`src/shared/cmd_power_cfg.svh`:
```
`ifndef CMD_POWER_CFG_SVH
`define CMD_POWER_CFG_SVH
`define CMD_OFFSET 8'h04
`define PMC_OFFSET 8'h40
`define PMCSR_OFFSET 8'h44
`define CMD_IO_BIT 0
`define CMD_MEM_BIT 1
`define CMD_MASTER_BIT 2
`define CMD_RESET 16'h0000
`define PMC_COLD_WAKE_BIT 15
`define PMCSR_WAKE_EN_BIT 8
`define PMCSR_WAKE_STS_BIT 15
`define BOOT_CYCLES 8'h10
`define SLOW_DIV 4'h3
`endif

```
`src/shared/cmd_power_pkg.sv`:
```
package cmd_power_pkg;
	typedef enum logic [1:0] {
		ST_BOOT = 2'b00,
		ST_UNINIT = 2'b01,
		ST_INIT = 2'b11
	} power_level_t;
	typedef enum logic [1:0] {
		CYC_NONE = 2'b00,
		CYC_CFG = 2'b01,
		CYC_IO = 2'b10,
		CYC_MEM = 2'b11
	} cycle_kind_t;
endpackage

```
`src/logic/aux_sync.sv`:
```
`timescale 1ns/1ns
module aux_sync #(
	parameter int WIDTH = 2
) (
	input wire logic sys_clk, // pci clock
	input wire logic rst_n, // async reset
	input wire logic [WIDTH-1:0] async_in, // raw pins
	output logic [WIDTH-1:0] sync_out // synchronised
);
	logic [WIDTH-1:0] stage1_ff;
	logic [WIDTH-1:0] stage2_ff;
	if (WIDTH < 1) begin
		$error("aux_sync width must be positive");
	end
	always_ff @(posedge sys_clk or negedge rst_n) begin
		if (!rst_n) begin
			stage1_ff <= '0;
			stage2_ff <= '0;
		end else begin
			stage1_ff <= async_in;
			stage2_ff <= stage1_ff;
		end
	end
	assign sync_out = stage2_ff;
endmodule

```
`src/logic/cmd_power_ctrl.sv`:
```
// Function
// io enable bit 0 gates io responses
// memory enable bit 1 gates memory responses
// master enable bit 2 gates initiation
// zero command: only configuration cycles answered
// low power until enables set
// configuration stays live; bootstrap; clock slowed
// aux without main rail: wake deasserted
// state after aux return is undefined
// platform keeps rails off after aux loss
// platform holds aux off until power cycle
// platform drops aux, then full power-up
// clock-run and aux supply supported
// io enable fixed zero without io
// wake context survives bus reset
// cold wake capability reads one
// unimplemented enables read zero
`timescale 1ns/1ns
`include "cmd_power_cfg.svh"
module cmd_power_ctrl #(
	parameter bit HAS_IO = 1'b1, // card decodes io space
	parameter bit COLD_WAKE = 1'b1 // sets PMC cold wake bit; wake needs main rail
) (
	input wire logic sys_clk, // pci clock
	input wire logic rst_n, // pci reset, low active
	input wire logic aux_rst_n, // aux supply power-on reset
	input wire logic main_ok_pin, // main rail good pin
	input wire logic aux_ok_pin, // aux rail good pin
	input wire logic cfg_wr, // config write strobe
	input wire logic cfg_rd, // config read strobe
	input wire logic [7:0] cfg_addr, // config byte offset
	input wire logic [15:0] cfg_wdata, // config write data
	output logic [15:0] cfg_rdata, // config read data
	input wire logic [1:0] cycle_kind, // decoded bus cycle kind
	output logic target_ack, // claim this target cycle
	input wire logic master_req, // core wants the bus
	output logic master_grant, // core may initiate
	input wire logic wake_event, // core wake request
	output logic pme_out, // wake pin drive
	output logic pme_oe, // wake pin output enable
	output logic full_power, // initialised level
	output logic core_clk_en, // core clock enable
	input wire logic clkrun_in, // clock run pin in
	output logic clkrun_out, // clock run pin drive
	output logic clkrun_oe // clock run output enable
);
	logic [15:0] cmd_ff, nxt_cmd;
	cmd_power_pkg::power_level_t level_ff, nxt_level;
	logic [7:0] boot_ff, nxt_boot;
	logic [3:0] div_ff, nxt_div;
	logic wake_en_ff, nxt_wake_en;
	logic wake_sts_ff, nxt_wake_sts;
	logic [1:0] rails;
	logic clkrun_s;
	logic main_ok, aux_ok;
	logic [15:0] rdata_ff, nxt_rdata;
	logic [15:0] cmd_mask;

	aux_sync #(.WIDTH(2)) u_sync (
		.sys_clk(sys_clk),
		.rst_n(aux_rst_n),
		.async_in({main_ok_pin, aux_ok_pin}),
		.sync_out(rails)
	);
	assign main_ok = rails[1];
	assign aux_ok = rails[0];

	logic [1:0] cr_ff;
	always_ff @(posedge sys_clk or negedge rst_n) begin
		if (!rst_n) begin
			// clock run pin idles high, so no false request after reset
			cr_ff <= 2'b11;
		end else begin
			cr_ff <= {cr_ff[0], clkrun_in};
		end
	end
	assign clkrun_s = cr_ff[1];

	// ====================
	// command register
	always_comb begin
		cmd_mask = 16'h0000;
		cmd_mask[`CMD_IO_BIT] = HAS_IO;
		cmd_mask[`CMD_MEM_BIT] = 1'b1;
		cmd_mask[`CMD_MASTER_BIT] = 1'b1;
	end
	always_comb begin
		nxt_cmd = cmd_ff;
		if (cfg_wr && cfg_addr == `CMD_OFFSET) begin
			nxt_cmd = cfg_wdata & cmd_mask;
		end
	end
	always_ff @(posedge sys_clk or negedge rst_n) begin
		if (!rst_n) begin
			cmd_ff <= `CMD_RESET;
		end else begin
			cmd_ff <= nxt_cmd;
		end
	end

	// ====================
	// cycle gating
	always_comb begin
		case (cycle_kind)
			cmd_power_pkg::CYC_CFG: target_ack = 1'b1;
			cmd_power_pkg::CYC_IO: target_ack = cmd_ff[`CMD_IO_BIT];
			cmd_power_pkg::CYC_MEM: target_ack = cmd_ff[`CMD_MEM_BIT];
			default: target_ack = 1'b0;
		endcase
	end
	assign master_grant = master_req && cmd_ff[`CMD_MASTER_BIT] && level_ff == cmd_power_pkg::ST_INIT;

	// ====================
	// power level
	always_comb begin
		nxt_level = level_ff;
		nxt_boot = boot_ff;
		case (level_ff)
			cmd_power_pkg::ST_BOOT: begin
				if (boot_ff == `BOOT_CYCLES) begin
					nxt_level = cmd_power_pkg::ST_UNINIT;
				end else begin
					nxt_boot = boot_ff + 8'h01;
				end
			end
			cmd_power_pkg::ST_UNINIT: begin
				if (|(cmd_ff & cmd_mask)) begin
					nxt_level = cmd_power_pkg::ST_INIT;
				end
			end
			cmd_power_pkg::ST_INIT: begin
				if (~|cmd_ff) begin
					nxt_level = cmd_power_pkg::ST_UNINIT;
				end
			end
			default: nxt_level = cmd_power_pkg::ST_BOOT;
		endcase
	end
	always_ff @(posedge sys_clk or negedge rst_n) begin
		if (!rst_n) begin
			level_ff <= cmd_power_pkg::ST_BOOT;
			boot_ff <= 8'h00;
		end else begin
			level_ff <= nxt_level;
			boot_ff <= nxt_boot;
		end
	end
	assign full_power = level_ff == cmd_power_pkg::ST_INIT;

	// ====================
	// reduced clock
	always_comb begin
		nxt_div = (div_ff == `SLOW_DIV) ? 4'h0 : div_ff + 4'h1;
	end
	always_ff @(posedge sys_clk or negedge rst_n) begin
		if (!rst_n) begin
			div_ff <= 4'h0;
		end else begin
			div_ff <= nxt_div;
		end
	end
	assign core_clk_en = full_power || div_ff == 4'h0;

	// ====================
	// clock run: ask to keep clock while the pin reads low and a wake is pending or a master request is granted
	assign clkrun_out = 1'b0;
	assign clkrun_oe = !clkrun_s && (master_grant || wake_sts_ff);

	// ====================
	// wake context, on aux reset only
	always_comb begin
		nxt_wake_en = wake_en_ff;
		nxt_wake_sts = wake_sts_ff;
		if (cfg_wr && cfg_addr == `PMCSR_OFFSET) begin
			nxt_wake_en = cfg_wdata[`PMCSR_WAKE_EN_BIT];
			if (cfg_wdata[`PMCSR_WAKE_STS_BIT]) begin
				nxt_wake_sts = 1'b0;
			end
		end
		if (wake_event && aux_ok) begin
			nxt_wake_sts = 1'b1;
		end
	end
	always_ff @(posedge sys_clk or negedge aux_rst_n) begin
		if (!aux_rst_n) begin
			wake_en_ff <= 1'b0;
			wake_sts_ff <= 1'b0;
		end else begin
			wake_en_ff <= nxt_wake_en;
			wake_sts_ff <= nxt_wake_sts;
		end
	end
	assign pme_out = 1'b0;
	assign pme_oe = wake_en_ff && wake_sts_ff && aux_ok && main_ok;

	// ====================
	// config read data
	always_comb begin
		nxt_rdata = rdata_ff;
		if (cfg_rd) begin
			case (cfg_addr)
				`CMD_OFFSET: nxt_rdata = cmd_ff & cmd_mask;
				`PMC_OFFSET: begin
					nxt_rdata = 16'h0000;
					nxt_rdata[`PMC_COLD_WAKE_BIT] = COLD_WAKE;
				end
				`PMCSR_OFFSET: begin
					nxt_rdata = 16'h0000;
					nxt_rdata[`PMCSR_WAKE_EN_BIT] = wake_en_ff;
					nxt_rdata[`PMCSR_WAKE_STS_BIT] = wake_sts_ff;
				end
				default: nxt_rdata = 16'h0000;
			endcase
		end
	end
	always_ff @(posedge sys_clk or negedge rst_n) begin
		if (!rst_n) begin
			rdata_ff <= 16'h0000;
		end else begin
			rdata_ff <= nxt_rdata;
		end
	end
	assign cfg_rdata = rdata_ff;
endmodule

```
`config.mk`:
```
export PLATFORM = sky130hd
export DESIGN_NAME = cmd_power_ctrl
export DESIGN_NICKNAME = d
export VERILOG_FILES = /design/src/shared/cmd_power_pkg.sv /design/src/logic/aux_sync.sv /design/src/logic/cmd_power_ctrl.sv
export VERILOG_INCLUDE_DIRS = /design/src /design/src/shared
export SDC_FILE = /design/constraint.sdc
export NUM_CORES = 1
export LEC_CHECK = 0
export BUFFER_PORTS_ARGS = -buffer_cell sky130_fd_sc_hd__buf_2
export CAP_MARGIN = 20
export CORE_MARGIN = 5
export CORE_UTILIZATION = 50
export DETAILED_ROUTE_END_ITERATION = 6
export PLACE_DENSITY = 0.89
export SETUP_SLACK_MARGIN = 0.2
export SYNTH_ARGS = -nofsm -noshare
export SYNTH_HDL_FRONTEND = slang
export SYNTH_SLANG_ARGS = --single-unit
```
`constraint.sdc`:
```
create_clock -name sys_clk -period 3.6 [get_ports sys_clk]
set_input_delay 0.18 -clock sys_clk [delete_from_list [all_inputs] [get_ports sys_clk]]
set_output_delay 0.18 -clock sys_clk [all_outputs]
set_load 0.01 [all_outputs]
```
==> impl_results.md, run 1 <==
* Diode count at 0
* DR pass1 iterations at 4
* CP Data Required Time at around 3.4 ns
* Pins Over Slew Limit at 0
* Achievable frequency at around 620 MHz
* Fillers at 209
* VDD IR-drop max at roughly 0.33 mV
* Vias per inst at around 5.2
* WS Path Type: reg2out
* DP HPWL at 2200 microns
* Pwr/cell area at about 370 nW/um^2
* Top-area cell type share of the netlist area at between 50 and 60%
* Count leader, synth: dfrtp_1
* P_leak at approximately 0.00083 uW
* Simple-gate share of the synthesized area at between 15 and 20%
* CTS sink count at 30
* Multi-input logic area at roughly 550 sq um
* Clock latency on the worst-skew pair at roughly 0.32 ns
* DRC viols at 0
* Synth warn at 0
* Gp weighted congestion at 0.885
* DP Worst Slack at between 2 and 2.5 ns
* Post-CTS resize count at 0
* # setup viols final at 0
* Mux share of post-synthesis cell area at 4.06%
* First-pass GRT wire length at roughly 4800 microns
* DRC violation total after the first TritonRoute iteration at 48
* Fin crit period at between 1.5 and 2 ns
* Core Box Area at 2710 sq um
* Adder and majority gate portion of the synthesized area at under 10%
* Total wire length at ~2800 microns
* Top delay family on crit path: flip-flops
* CTS Buf Count at 5
* Share of cells above drive strength 1 at between 30% and 40%
* Critical path cell sequence: and2_1 -> and3_1 -> o21ba_2 -> buf_2
* Setup TNS at 0 ns
* Total power at 607 uW
* Seq/Total Area, Yosys at 54.3%
* # H-tree levels at 2
* Largest stage delay, worst path at ~0.40 ns
* Clk_skew at 0.0106 ns
* Maximum fanout along the worst path at 3
* DR WL/cell at around 15 microns
* Vias in the first global route at 1,083
* Worst setup EP type: output port
* Largest net degree at the start of global routing at 25
* Cell variety after synth at 32
* Max-cap violations at 0
* Reg clk slew, reported paths at about 0.10 ns
* Fin worst setup slack at between 1.5 and 2 ns
* Vias post-DR at between 1,000 and 1,500
* Nets at ~200
* Row Count at 19
* Non-filler instance count after layout at 195
* Die H at about 63 microns
* CTS tree: yes
* RSZ-0062 raised after global routing: no
* Antenna violations before repair at 0
* Slowest-stage cell, CP: dfrtp_1
* Initial core utilization at between 50% and 60%
* Post-Syn Instances at ~120
* FFs w/ async S/R, synth at 100%
* CTS max path bufs at 2
* Slew @ Worst Pin at 0.527 ns
* Largest family of logic cells by synthesized area: simple AND/OR/NAND/NOR gates
* Die W at roughly 63 microns
* Dpl cells at 182
* Crit share post-route at roughly 45%
* Max-slew headroom at around 65%
* Sequential cell area at ~750 sq um
* Final hold viol count at 0
* Post-synth EDFFs at 0
* Avg Synthesized Cell Area at between 10 and 15 sq um
* Syn Std Cell Area at ~1400 sq um
* Area grow syn2layout at 19.6%
* Post-synth top flop: dfrtp_1
* Post-synthesis xor/xnor area fraction at between 4 and 5%
* GRT overflow at 0
* Root Driver: clkbuf_4
* CP Launch Type: register
* Number of port buffers at 35
* Hold slack at about 0.087 ns
* Post-synth top cells: dfrtp_1 (28), buf_4 (13), nand2_1 (8)
* Die ar. at between 3000 and 4000 sq um
* Yosys top cell by area: dfrtp_1
* Outcome: completed
* IO Pins at 60
* Seq cells post-synth at 30
* Largest cells by area after synthesis: dfrtp_1 (51%), buf_4 (7.0%), xnor2_1 (4.4%)
* Compound-Gate Fraction of Synth Area at under 10%
* CP bufs+invs at 1
* CP arrival at around 1.4 ns
* Antenna viol nets, final at 0
* Tot GR Track Use at roughly 15%
* Worst min path class: in2reg
[repair_timing]
| item | in CTS | in global routing |
|---|---|---|
| hold buffers | 5 | 0 |
| hold endpoints to repair | 31 | 0 |
| buffers inserted | 0 | 0 |
[cell type report]
cell class                      instances  share of cell area (%)
Sequential cell                        30                    45.4
Multi-Input combinational cell         79                    33.4
Timing Repair Buffer                   40                    13.6
Clock buffer                            7                    3.32
Tap cell                               31                    2.34
Inverter                                7                    1.58
Clock inverter                          1                   0.302
[metrics by stage]
step	cell area [sq um]	utilization [%]
6_report	1660	61.2
5_1_grt	1660	61.2
4_1_cts	1660	61.2
3_5_place_dp	1550	57.1
3_3_place_gp	1550	57.1
2_1_floorplan	1430	-
[layout by cell type, fill, tap and decap left out, types with 7 or more instances in the layout]
cell type	count
xnor2_1	7
conb_1	13
nand2_1	8
inv_1	7
buf_2	35
dfrtp_1	28
[report_power, final]
part | switching, uW | internal [uW]
logic | 30.0 | 23.3
registers | 4.34 | 345
clock network | 110 | 94.6
total | 144 | 463
[worst paths after layout]
kind	start	endpoint	slack, ns	depth (start not counted)
hold reg to reg	cr_ff[0]	cr_ff[1]	0.35	0
setup / recovery	level_ff[1]	clkrun_oe	1.99	4
hold / removal	cfg_wdata[2]	cmd_ff[2]	0.09	2
max in group asynchronous	rst_n	cr_ff[0]	2.85	2
setup reg to reg	boot_ff[0]	boot_ff[1]	2.03	5
min in group asynchronous	aux_rst_n	wake_sts_ff	0.22	2
[registers in the layout, indices dropped and copies added (netlist names)]
name / cells
boot_ff: 8
cfg_rdata: 5
cmd_ff: 3
cr_ff: 2
div_ff: 4
level_ff: 2
u_sync.stage1_ff: 2
u_sync.sync_out: 2
wake_en_ff: 1
wake_sts_ff: 1
[per-layer routing]
metal / track usage (%) / vias to the layer above / wire length [microns]
li1: - / 472 / -
met1: 16.1 / 500 / 982
met2: 27.6 / 38 / 1590
met3: 4.50 / 6 / 190
met4: 7.43 / 0 / 62
met5: 0 / - / 0
[logic make-up (layout without fill, tap and decap cells)]
family | Yosys count | count (layout)
adders and majority gates | 4 | 4
xor gates and xnor gates | 7 | 7
other | 1 | 13
muxes | 5 | 5
AOI/OAI and AO/OA | 16 | 16
and+or+nand+nor | 34 | 34
DFF | 30 | 30
buffers and inverters | 20 | 55
Power figures use the tool's default switching activity.
==> inputs of run 2 (changes only) <==
ABC_AREA = 1   (was default)
CORE_UTILIZATION = 48   (was 50)
PLACE_DENSITY = 0.84   (was 0.89)
clock period = 1.5 ns   (was 3.6 ns; I/O delays follow)
==> impl_results.md, run 2 <==
* Area grow syn2layout at 31.2%
* Max reg flops at 8
* Sequential cell area at between 700 and 800 sq um
* CTS sink count at 30
* Top-area cell type share of the netlist area at around 46%
* Die ar. at 4390 sq um
* Core Box Area at a little over 3000 sq um
* Maximum fanout along the worst path at 3
* Yosys top cell by area: dfrtp_1
* Mux share of post-synthesis cell area at 0%
* Seq/Total Area, Yosys at about 50%
* Int Power at between 1000 and 1500 uW
* Vias per inst at 4.52
* Vias in the first global route at between 1,000 and 1,500
* RSZ-0062 raised after global routing: yes
* Clk_skew at between 0.004 and 0.005 ns
* DR WL/cell at 10.1 microns
* CP dominant cell by count: nand2_1
* Post-synth top flop: dfrtp_1
* # setup viols final at 0
* P_leak at between 0.001 and 0.0015 uW
* CTS tree: yes
* Post-synth top cells: nand2_1 (65), dfrtp_1 (28), inv_1 (25)
* DRC violation total after the first TritonRoute iteration at 28
* Gp weighted congestion at around 0.75
* Die H at 66.2 microns
* Slowest-stage cell, CP: dfrtp_1
* Clock latency on the worst-skew pair at 0.32 ns
* Psw at 360 uW
* Die W at about 66 microns
* Top reg by flops: boot_ff
* Syn Std Cell Area at approximately 1500 sq um
* Clock Power Share at between 30% and 40%
* Initial core utilization at slightly below 50%
* Reg-to-Reg Start: boot_ff[1]
* Logic pwr share at roughly a tenth
* Post-synth EDFFs at 0
* CTS max path bufs at 2
* Top layer reached by signal wires: met4
* Largest family of logic cells by synthesized area: simple AND/OR/NAND/NOR gates
* Outcome: completed
* Multi-input logic area at between 600 and 700 sq um
* CP Data Required Time at 1.72 ns
* Antenna viol nets, final at 0
* Post-Syn Instances at 190
* Non-filler instance count after layout at about 300
* Reg clk slew, reported paths at approximately 0.090 ns
* Pins Over Slew Limit at 0
* Tot GR Track Use at roughly 16%
* FFs w/ async S/R, synth at between 90% and 100%
* Endpoint, Worst Hold: cfg_rdata[0]
* WS Path Type: reg2reg
* Root Driver: clkbuf_4
* Count leader, synth: nand2_1
* IO Pins at 60
* Max-cap violations at 0
* Met1 WL at between 1000 and 1500 microns
* Dpl cells at between 200 and 300
* Fillers at 256
* Share of cells above drive strength 1 at between 20% and 30%
* Vias post-DR at around 1,400
* Met2 Wirelength at approximately 1500 microns
* Achievable frequency at approximately 770 MHz
* VDD IR-drop max at between 0.6 and 0.7 mV
* DR pass1 iterations at 4
* Avg Synthesized Cell Area at ~8.0 sq um
* CP arrival at around 1.5 ns
* Max-slew headroom at about two thirds
* Crit share post-route at roughly 87%
* Critical path cell sequence: buf_4 -> ha_1 -> nand3_1 -> nor2_1 -> nand2_1 -> nand2_1 -> nand2_1 -> nand2_1
* Antenna violations before repair at 0
* Pwr/cell area at around 750 nW/um^2
* Final hold viol count at 0
* CP Launch Type: register
* Hold slack at a little under 0.03 ns
* Flop pwr share at 56.3%
* Largest cells by area after synthesis: dfrtp_1 (46%), nand2_1 (16%), buf_4 (6.4%)
* Met3 Routed Length at approximately 200 microns
* Fin crit period at approximately 1.3 ns
* Largest stage delay, worst path at about 0.40 ns
* CP bufs+invs at 1
* Nets at slightly below 300
* Top delay family on crit path: simple AND/OR/NAND/NOR gates
* Diode count at 0
* Worst min path class: in2reg
* Most frequent cells in the layout: nand2_1 (64), buf_2 (35), dfrtp_1 (28)
* CTS Buf Count at 5
* Sw Ratio at between 20 and 25%
* Hold path cells at 3
* GRT overflow at 0
* Total wire length at around 3100 microns
* Number of port buffers at 35
* Worst setup EP type: register
* RR Endpoint: boot_ff[6]
* Row Count at 20
* Setup TNS at 0 ns
* Adder and majority gate portion of the synthesized area at 3.30%
* Commonest non-fill, non-tap cell in the layout: nand2_1
* FF-to-FF path depth at 8
* Largest net degree at the start of global routing at 25
* Synth warn at 0
* Worst reg-to-reg setup slack at 0.20 ns
* Post-synthesis xor/xnor area fraction at approximately 2.3%
* Slew @ Worst Pin at approximately 0.53 ns
* # H-tree levels at 2
* Cell variety after synth at 20
* Final core utilization at 65.2%
* Compound-Gate Fraction of Synth Area at under 10%
* DRC viols at 0
* Simple-gate share of the synthesized area at a little over a quarter
* DP HPWL at 2130 microns
* Seq cells post-synth at 30
* First-pass GRT wire length at 5210 microns
* Hold path start: cfg_rd
[run 2: power groups by stage]
stage | Combinational, uW | Sequential (uW) | Clock (uW)
2_1_floorplan | 77.2 | 851 | 0
3_3_place_gp | 118 | 853 | 0
3_5_place_dp | 120 | 853 | 0
4_1_cts | 145 | 837 | 509
5_1_grt | 177 | 839 | 550
6_report | 156 | 836 | 492
[run 2: metal layers]
layer  vias to the layer above  track usage (%)
met2                        39             26.1
met3                        10             4.59
met4                         0             6.85
met1                       625             18.3
met5                         -                0
li1                        692                -
[run 2: final cells by class]
| type | instances | area share [%] |
|---|---|---|
| timing repair buffer | 61 | 19.9 |
| clock buffer | 7 | 2.76 |
| multi-input combinational | 133 | 31.5 |
| clock inverter | 1 | 0.251 |
| inverter | 26 | 5.03 |
| sequential | 30 | 37.8 |
| tap | 44 | 2.76 |
[run 2: worst max-delay path by stage]
stage	from	end	slack, ns	cells after the start
after global placement	boot_ff[0]	boot_ff[7]	0.19	9
after global routing	boot_ff[1]	boot_ff[7]	0.10	9
after detailed placement	boot_ff[0]	boot_ff[4]	0.16	9
after CTS	level_ff[0]	clkrun_oe	0.19	5
after floorplan	boot_ff[0]	boot_ff[1]	0.33	9
final	boot_ff[1]	boot_ff[6]	0.20	8
[run 2: worst reg2reg max path, cell delays in order (launching register included)]
cell     delay, ns
dfrtp_1       0.40
buf_4         0.14
ha_1          0.20
nand3_1       0.15
nor2_1        0.06
nand2_1       0.06
nand2_1       0.05
nand2_1       0.07
nand2_1       0.05
[run 2: kinds of logic (layout without fill, tap and decap cells)]
group	Yosys count	after routing
AND/OR/NAND/NOR	100	100
XOR/XNOR	4	4
AO/OA/AOI/OAI	12	12
buffers and inverters	39	95
flip-flops	30	30
adder cells (fa/ha/maj)	4	4
other	1	13
[run 2: repair_timing]
action	in CTS	in global routing
resized for setup	4	6
setup endpoints to repair	9	10
hold buffers	9	0
pin swaps	1	3
endpoints found under the hold margin	35	0
buffers inserted	9	8
[run 2: metrics by stage]
step	setup slack (ns)	power [uW]	instance area, sq um
after floorplan	0.325	928	1560
after global placement	0.190	971	1700
after detailed placement	0.156	974	1700
after CTS	0.194	1490	1920
after global routing	0.103	1570	1990
final	0.200	1480	1990
